## src/core/can_fifo_pkg.sv

```systemverilog
// Constants, field positions and carrier types for the CAN transmit FIFO block.
// Assumes a plain synchronous register port and a CAN protocol engine outside.
package can_fifo_pkg;

   localparam int         ADDR_W        = 4;
   localparam int         DATA_W        = 32;

   localparam logic [3:0] OFS_INT       = 4'h0;
   localparam logic [3:0] OFS_FIFO      = 4'h4;
   localparam logic [3:0] OFS_MODCTL    = 4'h8;

   // FIFO control fields
   localparam int         FC_PRIO_LSB   = 0;
   localparam int         FC_RTR_EN     = 2;
   localparam int         FC_SEND_REQ   = 3;
   localparam int         FC_TX_ERR     = 4;
   localparam int         FC_LOST_ARB   = 5;
   localparam int         FC_ABORTED    = 6;
   localparam int         FC_IS_TX      = 7;
   localparam int         FC_FIFO_RST   = 10;

   // Module control fields
   localparam int         MC_ON         = 15;
   localparam int         MC_MODE_LSB   = 21;

   // Interrupt register halves
   localparam int         IRQ_EN_LSB    = 16;
   localparam int         IRQ_UP_LSB    = 11;
   localparam int         IRQ_LO_MSB    = 3;

   localparam logic [2:0] MODE_CONFIG   = 3'h4;
   localparam logic [2:0] RST_OP_MODE   = 3'h4;
   localparam logic       RST_MODULE_ON = 1'h0;
   localparam logic [1:0] RST_TX_PRIO   = 2'h0;
   localparam logic [1:0] PRIO_HIGHEST  = 2'h3;
   localparam logic [1:0] PRIO_LOWEST   = 2'h0;

   typedef struct packed {
      logic invalid_msg;
      logic bus_wake;
      logic bus_error;
      logic system_error;
      logic rx_overflow;
      logic mode_change;
      logic timestamp;
      logic rx_buffer;
      logic tx_buffer;
   } irq_vec_t;

   localparam irq_vec_t   RST_IRQ       = 9'h000;

   typedef struct packed {
      logic invalid_msg;
      logic bus_wake;
      logic bus_error;
      logic system_error;
      logic rx_overflow;
      logic timestamp;
      logic rx_buffer;
   } ext_event_t;

   typedef struct packed {
      logic msg_done;
      logic fifo_drained;
      logic lost_arb;
      logic bus_err;
      logic msg_aborted;
      logic remote_rx;
   } tx_status_t;

   function automatic logic [15:0] irq_pack(input irq_vec_t v);
      return {v[8:4], 7'h00, v[3:0]};
   endfunction

   function automatic irq_vec_t irq_unpack(input logic [15:0] h);
      return {h[15:IRQ_UP_LSB], h[IRQ_LO_MSB:0]};
   endfunction

endpackage

```

## src/core/can_fifo_tx_and_interrupts.sv

```systemverilog
// Transmit request control of one CAN message FIFO plus the interrupt register.
// Assumes a protocol engine reporting one-cycle status pulses on tx_status.
//
// Functional notes
// On a transmit FIFO, writing one to send_request starts sending the queued messages.
// send_request clears itself only once every queued message has been sent successfully; the code also clears it on msg_aborted or FIFO reset.
// Writing zero to send_request while it is one requests an abort of the pending message.
// On a receive FIFO, writes to send_request have no effect.
// With auto_remote_reply_en one, a received remote request sets send_request, else it is untouched.
// tx_priority orders FIFOs, 11 highest down to 00 lowest.
// msg_aborted_flag is one after an abort, zero after success, and updates on completion, abort or FIFO reset.
// lost_arbitration_flag is set when a message loses arbitration while being sent.
// tx_bus_error_flag is set when a bus error hits a message being sent.
// The lost-arbitration and bus-error flags clear on any FIFO control read and on FIFO reset.
// fifo_is_transmit accepts writes only while operating_mode_sel is configuration mode (100).
// Interrupt enables sit in bits 31..27 and 19..16, one enabling a request.
// Matching event flags sit in bits 15..11 and 3..0 and read one once the event occurred.
// Bus activity raises a separately enabled and flagged wake-up source.
// system_error_flag ignores software clears and clears only when the module is switched off and on.
// Interrupt bits 26..20 and 10..4 read zero; all enables and flags reset to zero.
// The interrupt output is high while any flag and its matching enable are both one; the code registers irq, so it follows one cycle later.
//
// Implementation choices: the address-and-strobe port and the address map.
module can_fifo_tx_and_interrupts
   import can_fifo_pkg::*;
(
   input  wire logic              ref_clk,
   input  wire logic              rst_n,
   input  wire logic [ADDR_W-1:0] addr,
   input  wire logic [DATA_W-1:0] wr_data,
   input  wire logic              wr_en,
   input  wire logic              rd_en,
   output logic      [DATA_W-1:0] rd_data,
   input  wire ext_event_t        ext_event,
   input  wire tx_status_t        tx_status,
   output logic                   irq,
   output logic                   tx_request,
   output logic                   tx_abort,
   output logic      [1:0]        tx_priority,
   output logic                   fifo_is_transmit,
   output logic                   module_on,
   output logic      [2:0]        operating_mode_sel
);

   logic            wr_int;
   logic            wr_fifo;
   logic            wr_mod;
   logic            rd_fifo;
   logic            cfg_mode;
   logic            fifo_reset;
   logic            sw_set;
   logic            sw_abort;
   logic            rtr_set;
   logic            drained;
   logic            auto_remote_reply_en;
   logic            msg_aborted_flag;
   logic            lost_arbitration_flag;
   logic            tx_bus_error_flag;
   logic            module_on_d;
   logic            on_rise;
   logic      [2:0] mode_d;
   logic      [1:0] tx_err_set;
   logic      [1:0] tx_err_q;
   irq_vec_t        irq_en;
   irq_vec_t        irq_flag;
   irq_vec_t        irq_set;
   irq_vec_t        irq_clr;
   irq_vec_t        w1c;
   logic [DATA_W-1:0] next_rd_data;

   // Register port decode
   assign wr_int   = wr_en && (addr == OFS_INT);
   assign wr_fifo  = wr_en && (addr == OFS_FIFO);
   assign wr_mod   = wr_en && (addr == OFS_MODCTL);
   assign rd_fifo  = rd_en && (addr == OFS_FIFO);
   assign cfg_mode = (operating_mode_sel == MODE_CONFIG);

   // FIFO reset is a self-clearing command bit
   assign fifo_reset = wr_fifo && wr_data[FC_FIFO_RST];

   // Software set, abort and remote-reply set of the request
   assign sw_set   = wr_fifo && fifo_is_transmit && wr_data[FC_SEND_REQ];
   assign sw_abort = wr_fifo && fifo_is_transmit && !wr_data[FC_SEND_REQ] && tx_request;
   assign rtr_set  = tx_status.remote_rx && auto_remote_reply_en;
   assign drained  = tx_status.msg_done && tx_status.fifo_drained;

   // Module control: on bit and operating mode
   always_ff @(posedge ref_clk or negedge rst_n) begin
      if (!rst_n) begin
         module_on          <= RST_MODULE_ON;
         operating_mode_sel <= RST_OP_MODE;
      end else if (wr_mod) begin
         module_on          <= wr_data[MC_ON];
         operating_mode_sel <= wr_data[MC_MODE_LSB +: 3];
      end
   end

   always_ff @(posedge ref_clk or negedge rst_n) begin
      if (!rst_n) begin
         module_on_d <= RST_MODULE_ON;
         mode_d      <= RST_OP_MODE;
      end else begin
         module_on_d <= module_on;
         mode_d      <= operating_mode_sel;
      end
   end

   assign on_rise = module_on && !module_on_d;

   // Direction is frozen outside configuration mode
   always_ff @(posedge ref_clk or negedge rst_n) begin
      if (!rst_n) begin
         fifo_is_transmit <= 1'h0;
      end else if (wr_fifo && cfg_mode) begin
         fifo_is_transmit <= wr_data[FC_IS_TX];
      end
   end

   // Priority is handed to the arbiter among FIFOs as written
   always_ff @(posedge ref_clk or negedge rst_n) begin
      if (!rst_n) begin
         tx_priority          <= RST_TX_PRIO;
         auto_remote_reply_en <= 1'h0;
      end else if (wr_fifo) begin
         tx_priority          <= wr_data[FC_PRIO_LSB +: 2];
         auto_remote_reply_en <= wr_data[FC_RTR_EN];
      end
   end

   // Request bit; a software set in the same cycle as completion wins
   always_ff @(posedge ref_clk or negedge rst_n) begin
      if (!rst_n) begin
         tx_request <= 1'h0;
      end else if (fifo_reset) begin
         tx_request <= 1'h0;
      end else if (sw_set || rtr_set) begin
         tx_request <= 1'h1;
      end else if (drained || tx_status.msg_aborted) begin
         tx_request <= 1'h0;
      end
   end

   // Abort stays asserted until the engine reports the outcome
   always_ff @(posedge ref_clk or negedge rst_n) begin
      if (!rst_n) begin
         tx_abort <= 1'h0;
      end else if (fifo_reset || drained || tx_status.msg_aborted) begin
         tx_abort <= 1'h0;
      end else if (sw_abort) begin
         tx_abort <= 1'h1;
      end
   end

   // Outcome of the last message
   always_ff @(posedge ref_clk or negedge rst_n) begin
      if (!rst_n) begin
         msg_aborted_flag <= 1'h0;
      end else if (fifo_reset) begin
         msg_aborted_flag <= 1'h0;
      end else if (tx_status.msg_aborted) begin
         msg_aborted_flag <= 1'h1;
      end else if (tx_status.msg_done) begin
         msg_aborted_flag <= 1'h0;
      end
   end

   // Errors only count while this FIFO is actually sending
   assign tx_err_set = {tx_status.lost_arb && tx_request,
                        tx_status.bus_err && tx_request};

   sticky_flags #(
      .W     (2)
   ) u_tx_err (
      .clk   (ref_clk),
      .rst_n (rst_n),
      .set   (tx_err_set),
      .clr   ({2{rd_fifo || fifo_reset}}),
      .q     (tx_err_q)
   );

   assign lost_arbitration_flag = tx_err_q[1];
   assign tx_bus_error_flag     = tx_err_q[0];

   // Interrupt enables
   always_ff @(posedge ref_clk or negedge rst_n) begin
      if (!rst_n) begin
         irq_en <= RST_IRQ;
      end else if (wr_int) begin
         irq_en <= irq_unpack(wr_data[DATA_W-1:IRQ_EN_LSB]);
      end
   end

   // Interrupt event sources
   always_comb begin
      irq_set              = RST_IRQ;
      irq_set.invalid_msg  = ext_event.invalid_msg;
      irq_set.bus_wake     = ext_event.bus_wake;
      irq_set.bus_error    = ext_event.bus_error;
      irq_set.system_error = ext_event.system_error;
      irq_set.rx_overflow  = ext_event.rx_overflow;
      irq_set.mode_change  = (operating_mode_sel != mode_d);
      irq_set.timestamp    = ext_event.timestamp;
      irq_set.rx_buffer    = ext_event.rx_buffer;
      irq_set.tx_buffer    = drained;
   end

   // Write one to clear; system error only by an off-on cycle
   always_comb begin
      w1c                  = wr_int ? irq_unpack(wr_data[15:0]) : RST_IRQ;
      irq_clr              = w1c;
      irq_clr.system_error = on_rise;
   end

   sticky_flags #(
      .W     (9)
   ) u_irq_flag (
      .clk   (ref_clk),
      .rst_n (rst_n),
      .set   (irq_set),
      .clr   (irq_clr),
      .q     (irq_flag)
   );

   always_ff @(posedge ref_clk or negedge rst_n) begin
      if (!rst_n) begin
         irq <= 1'h0;
      end else begin
         irq <= |(irq_flag & irq_en);
      end
   end

   // Read mux; data stands one cycle only
   always_comb begin
      next_rd_data = '0;
      if (rd_en) begin
         case (addr)
            OFS_INT: begin
               next_rd_data = {irq_pack(irq_en), irq_pack(irq_flag)};
            end
            OFS_FIFO: begin
               next_rd_data[FC_PRIO_LSB +: 2] = tx_priority;
               next_rd_data[FC_RTR_EN]        = auto_remote_reply_en;
               next_rd_data[FC_SEND_REQ]      = tx_request;
               next_rd_data[FC_TX_ERR]        = tx_bus_error_flag;
               next_rd_data[FC_LOST_ARB]      = lost_arbitration_flag;
               next_rd_data[FC_ABORTED]       = msg_aborted_flag;
               next_rd_data[FC_IS_TX]         = fifo_is_transmit;
            end
            OFS_MODCTL: begin
               next_rd_data[MC_ON]            = module_on;
               next_rd_data[MC_MODE_LSB +: 3] = operating_mode_sel;
            end
            default: begin
               next_rd_data = '0;
            end
         endcase
      end
   end

   always_ff @(posedge ref_clk or negedge rst_n) begin
      if (!rst_n) begin
         rd_data <= '0;
      end else begin
         rd_data <= next_rd_data;
      end
   end
endmodule // can_fifo_tx_and_interrupts

```

## src/core/sticky_flags.sv

```systemverilog
// Bank of sticky flags; hardware set wins over any clear in the same cycle.
// Assumes set and clear are synchronous to clk.
module sticky_flags
   import can_fifo_pkg::*;
#(
   parameter int W = 1
) (
   input  wire logic         clk,
   input  wire logic         rst_n,
   input  wire logic [W-1:0] set,
   input  wire logic [W-1:0] clr,
   output logic      [W-1:0] q
);

   always_ff @(posedge clk or negedge rst_n) begin
      if (!rst_n) begin
         q <= '0;
      end else begin
         q <= (q & ~clr) | set;
      end
   end
endmodule // sticky_flags

```

## config.mk

```make
export PLATFORM = sky130hd
export DESIGN_NAME = can_fifo_tx_and_interrupts
export DESIGN_NICKNAME = d
export VERILOG_FILES = /design/src/core/can_fifo_pkg.sv /design/src/core/can_fifo_tx_and_interrupts.sv /design/src/core/sticky_flags.sv
export SDC_FILE = /design/constraint.sdc
export NUM_CORES = 1
export LEC_CHECK = 0
export BUFFER_PORTS_ARGS = -buffer_cell sky130_fd_sc_hd__buf_2
export CORE_MARGIN = 8
export CORE_UTILIZATION = 53
export CTS_BUF_LIST = sky130_fd_sc_hd__clkbuf_4 sky130_fd_sc_hd__clkbuf_8
export CTS_CLUSTER_SIZE = 16
export DETAILED_ROUTE_END_ITERATION = 16
export PLACE_DENSITY_LB_ADDON = 0.25
export SYNTH_ARGS = -nofsm -noshare
export SYNTH_HDL_FRONTEND = slang
export SYNTH_SLANG_ARGS = --single-unit
```

## constraint.sdc

```tcl
create_clock -name ref_clk -period 4.1 [get_ports ref_clk]
set_clock_uncertainty 0.15 [all_clocks]
set_input_delay 0 -clock ref_clk [delete_from_list [all_inputs] [get_ports ref_clk]]
set_output_delay 0 -clock ref_clk [all_outputs]
set_load 0.02 [all_outputs]
```

==> qor.yml, run 1 <==
p_int_mw: 1.03
p_clk_share_pct: 33.1
r2r_slack_ns: 2.01
critPathLaunchType: "input pin"
swShare_pct: 26.5
finalMaxSlewViolations: 0
critPathArrivalTime_ns: 2.47
ys_ff_latch: 61
seq_area_mm2: 0.00153
gp_congestion: 0.774
reg2regPathDepth: 4
regToRegStartpoint: "fifo_is_transmit$_DFFE_PN0P_"
ys.flop_type: "dfrtp_1"
rows: 24
ir_drop_mv: 0.308
pwr-share-comb_pct: 15.8
stdcell_count: 358
end_kind: "flip-flop"
core_area_mm2: 0.00429
cts-buffers-inserted: 9
fin_util_pct: 79.5
overflow: 0
clk_latency_ns: 0.32
synthArstFlopShare_pct: 100
p_sw_uw: 373
synthToLayoutAreaGrowth_pct: 45.6
die_x_um: 82.5
cts_root_buf: "clkbuf_8"
crit_fanout: 6
dr.pass1.iters: 4
cts.path.max_buffers: 2
detail_route.iter0.violations: 70
syn_area_mm2: 0.00234
netlist_instances: 167
grt_pass1_vias: 1918
die_h_um: 82.5
worstSetupStartpoint: "addr[3]"
path_clk_slew_ns: 0.06
mostFrequentLayoutCells: "buf_2, dfrtp_1, dlygate4sd3_1"
wl_um: 5940
ios: 95
grt_max_degree: 62
cts_resized: 0
dp_hpwl_um: 3780
maxSlewHeadroom_pct: 35.4
fin_crit_sh_pct: 57.7
ys_seq_area_share_pct: 65.2
antenna_left: 0
critPathKind: "in2reg"
fmax_mhz: 423
start_util_pct: 54.6
io_buffers: 77
tns_ns: 0
required_ns: 4.20
die_area_mm2: 0.00681
nets: 354
post_cts_buffers: 0
finalHoldViolCount: 0
holdCritPathClass: "in2reg"
maxCapViolCount: 0
p_seq_share_pct: 51.1
antenna_found_initial: 0
nFillCells: 252
synth-edff-count: 0
avgRoutedWirePerCell_um: 16.6
setup_viol: 0
n_antenna_cell: 0
holdWs_ns: 0.0463
cts.sinks: 61
critPathCapture: "tx_request$_DFFE_PN0P_"
htreeDepth: 3
multi_input_area_um2: 764
synth_area_per_cell_um2: 14.0
vias: 1781
powerDensity_mw_per_mm2: 412
outcome: "completed"
tightest_slew_ns: 0.965
fin_crit_ns: 2.37
viasPerCell: 4.97
layout_commonest_cell: "buf_2"
cts_tree: "yes"
total_power_mw: 1.41
drive_above_1_share_pct: 38.6
drc: 0
rr_endpoint: "tx_request$_DFFE_PN0P_"
power_leakage_nw: 1.67
synth.distinct_cells: 34
yosysWarnings: 0
dp.cells: 294
rsz0062_at_grt: "no"
hold_start: "addr[1]"
grt_pass1_wl_um: 9600
track_usage_pct: 18.9
[logic make-up (layout without fill, tap and decap cells)]
kind of cell,Yosys count,count (layout),share of synthesized area [%]
mux,17,17,8.17
buf+inv,10,143,3.10
flops,61,61,65.2
xor+xnor,3,3,1.12
other cells,1,7,0.160
compound gates,26,26,8.76
simple gates,49,49,13.5
[critical path, stage by stage]
cell	delay [ns]
dlygate4sd3_1	0.55
buf_2	0.17
and2b_1	0.28
nand4_1	0.10
dlygate4sd3_1	0.61
a21oi_1	0.19
dlygate4sd3_1	0.58
[cell type report]
class / count / area share [%]
clock inverters: 4 / 0.733
inverters: 1 / 0.110
well taps: 52 / 1.91
flip-flops and latches: 61 / 44.8
multi-input cells: 102 / 22.4
repair buffers: 126 / 25.6
clock buffers: 12 / 4.47
[routing by layer]
layer  vias up  wire, um  global-route usage (%)
met3         6       424                    6.06
met1       874      2370                    22.7
li1        845         -                       -
met5         -         0                       0
met4         0        48                    4.66
met2        56      3100                    32.1
[timing repair]
item / CTS / global route
endpoints found under the setup margin: 0 / 0
hold buffers: 48 / 0
hold endpoints to repair: 103 / 0
[sequential cells by signal, indices dropped and copies added (netlist names), 2 cells and up]
signal              count
u_irq_flag.q            9
u_tx_err.q              2
mode_d                  3
operating_mode_sel      3
rd_data                25
irq_en                  9
tx_priority             2
[metrics by stage]
step,setup slack [ns],instance area [um2]
2_1_floorplan,2.67,2370
3_5_place_dp,2.13,2760
4_1_cts,1.87,3410
3_3_place_gp,2.13,2760
5_1_grt,1.64,3410
6_report,1.73,3410
[power groups by stage]
stage,clock [mW],sequential (mW),combinational (mW)
2_1_floorplan,0,0.742,0.0881
3_3_place_gp,0,0.726,0.179
3_5_place_dp,0,0.729,0.184
4_1_cts,0.472,0.719,0.223
5_1_grt,0.505,0.728,0.243
6_report,0.465,0.719,0.223
[how the worst min path moves through the flow]
stage / to / slack [ns] / cells after the start
finish: u_irq_flag.q[3]$_DFF_PN0_ / 0.05 / 4
global placement: u_irq_flag.q[4]$_DFF_PN0_ / 0.03 / 2
detailed placement: u_irq_flag.q[4]$_DFF_PN0_ / 0.03 / 2
CTS: u_irq_flag.q[3]$_DFF_PN0_ / 0.04 / 4
floorplan: auto_remote_reply_en$_DFFE_PN0N_ / -0.45 / 0
global route: rd_data[12]$_DFF_PN0_ / 0.07 / 4
[cells in the mapped netlist (all sizes together) (2+ instances only)]
cell / n / area [um2]
dfrtp: 59 / 1480
buf: 9 / 68.8
nand3: 10 / 50.1
and2: 20 / 125
a21oi: 4 / 20.0
a22o: 9 / 78.8
xor2: 3 / 26.3
nor2: 3 / 13.8
a22oi: 2 / 15.0
mux2: 17 / 191
dfstp: 2 / 52.6
nand2b: 2 / 12.5
nor3b: 4 / 35.0
a21o: 7 / 52.6
nand2: 2 / 10.0
Note: power is estimated with default switching activity, not from simulation.
==> run 2, diff against run 1 <==
--- a/config.mk
+++ b/config.mk
@@ -7,7 +7,7 @@
 export LEC_CHECK = 0
 export BUFFER_PORTS_ARGS = -buffer_cell sky130_fd_sc_hd__buf_2
 export CORE_MARGIN = 8
-export CORE_UTILIZATION = 53
+export CORE_UTILIZATION = 49
 export CTS_BUF_LIST = sky130_fd_sc_hd__clkbuf_4 sky130_fd_sc_hd__clkbuf_8
 export CTS_CLUSTER_SIZE = 16
 export DETAILED_ROUTE_END_ITERATION = 16
==> constraint.sdc (replaced) <==
create_clock -name ref_clk -period 2.2 [get_ports ref_clk]
set_clock_uncertainty 0.15 [all_clocks]
set_input_delay 0 -clock ref_clk [delete_from_list [all_inputs] [get_ports ref_clk]]
set_output_delay 0 -clock ref_clk [all_outputs]
set_load 0.02 [all_outputs]
==> run 2 against run 1 <==
Against the previous run:
- sequential cell count unchanged
- non-clock buffer count fell by 1
- critical path depth fell by 1
- via count increased by 2.3%
- sequential power up 86%
- utilization shrank 5.7 points
- cell area up 0.81%
- power rose by 98%
- global-route usage is 0.49 points lower
- clock power rose by 120%
- largest power group unchanged
==> qor.yml, run 2 (synthesis gave the netlist of run 1 again) <==
nets: 353
ios: 95
multi_input_area_um2: 764
gp_congestion: 0.772
rows: 25
io_buffers: 77
avgRoutedWirePerCell_um: 17.8
layout_commonest_cell: "buf_2"
maxSlewHeadroom_pct: 54.3
drive_above_1_share_pct: 39.0
wl_um: 6390
mostFrequentLayoutCells: "buf_2, dfrtp_1, dlygate4sd3_1"
critPathLaunchType: "input pin"
end_kind: "flip-flop"
path_clk_slew_ns: 0.07
antenna_left: 0
vias: 1822
core_area_mm2: 0.00466
fmax_mhz: 473
fin_crit_sh_pct: 96.1
holdCritPathClass: "in2reg"
grt_pass1_wl_um: 10200
outcome: "completed"
power_leakage_nw: 1.70
synthToLayoutAreaGrowth_pct: 46.8
drc: 0
setup_viol: 0
crit_fanout: 6
rsz0062_at_grt: "no"
cts.sinks: 61
powerDensity_mw_per_mm2: 810
finalMaxSlewViolations: 0
start_util_pct: 50.3
antenna_found_initial: 0
htreeDepth: 3
required_ns: 2.26
viasPerCell: 5.08
overflow: 0
cts-buffers-inserted: 9
fin_crit_ns: 2.11
dp_hpwl_um: 3880
cts_tree: "yes"
tns_ns: 0
track_usage_pct: 18.4
seq_area_mm2: 0.00153
critPathKind: "in2reg"
critPathArrivalTime_ns: 2.18
cts.path.max_buffers: 2
largest_register: "rd_data"
stdcell_count: 359
clk_latency_ns: 0.33
dp.cells: 297
nFillCells: 315
detail_route.iter0.violations: 63
ir_drop_mv: 0.434
maxCapViolCount: 0
die_area_mm2: 0.00725
tightest_slew_ns: 0.686
die_h_um: 85.2
reg_top3: "rd_data x25, irq_en x9, u_irq_flag.q x9"
die_x_um: 85.2
dr.pass1.iters: 4
n_antenna_cell: 0
cts_root_buf: "clkbuf_8"
finalHoldViolCount: 0
largest_reg_flops: 25
grt_max_degree: 34
grt_pass1_vias: 1980
## run 2: metrics by stage
| stage | hold slack, ns | setup slack, ns | power (mW) | utilization (%) | instance area (um2) |
|---|---|---|---|---|---|
| 4_1_cts | 0.0552 | 0.174 | 2.78 | 73.8 | 3440 |
| 5_1_grt | 0.0716 | 0.0617 | 2.91 | 73.8 | 3440 |
| 6_report | 0.0656 | 0.0865 | 2.79 | 73.8 | 3440 |
| 3_5_place_dp | -0.0776 | 0.718 | 1.71 | 59.6 | 2780 |
| 2_1_floorplan | -0.446 | 0.766 | 1.55 | - | 2370 |
| 3_3_place_gp | -0.0804 | 0.740 | 1.69 | 59.6 | 2780 |
## run 2: path summary, 6_finish.rpt
path                                              startpoint  cells after the start                            to  slack, ns
max                                                  addr[3]                      6       u_tx_err.q[0]$_DFF_PN0_       0.09
min                                                  addr[0]                      4         rd_data[16]$_DFF_PN0_       0.07
max reg2reg                     msg_aborted_flag$_DFFE_PN0P_                      4  msg_aborted_flag$_DFFE_PN0P_       0.28
min reg2reg                operating_mode_sel[2]$_DFFE_PN1P_                      0           mode_d[2]$_DFF_PN1_       0.27
max in group asynchronous                              rst_n                      3           mode_d[2]$_DFF_PN1_       1.13
min in group asynchronous                              rst_n                      2          rd_data[4]$_DFF_PN0_       0.09
## run 2: area by class of cell
type,count,area share (%)
tap,54,1.96
sequential,61,44.4
clock inverter,2,1.02
timing repair buffer,125,25.4
multi-input combinational,102,22.2
inverter,1,0.109
clock buffer,14,4.87
## run 2: layer usage
metal,part of all wire [%],global-route usage [%],up-vias
met3,7.1,6.37,13
li1,-,-,844
met4,1.6,7.12,0
met1,40,20.3,900
met5,0,0,-
met2,51,31.5,65
## run 2: repair_timing
action / in CTS / in global routing
gates resized for setup: 0 / 0
hold buffers: 46 / 0
buffers inserted: 0 / 0
hold endpoints to repair: 74 / 0
## run 2: power by group
group / total, mW / internal (mW) / switching (mW)
clock network: 1.02 / 0.604 / 0.413
logic: 0.427 / 0.225 / 0.202
registers: 1.34 / 1.25 / 0.0966
## run 2: critical path, cell delays in order
cell and delay (ns):
dlygate4sd3_1 0.55, buf_2 0.17, nand2b_1 0.16, or4_1 0.52, a22o_1 0.21, dlygate4sd3_1 0.57
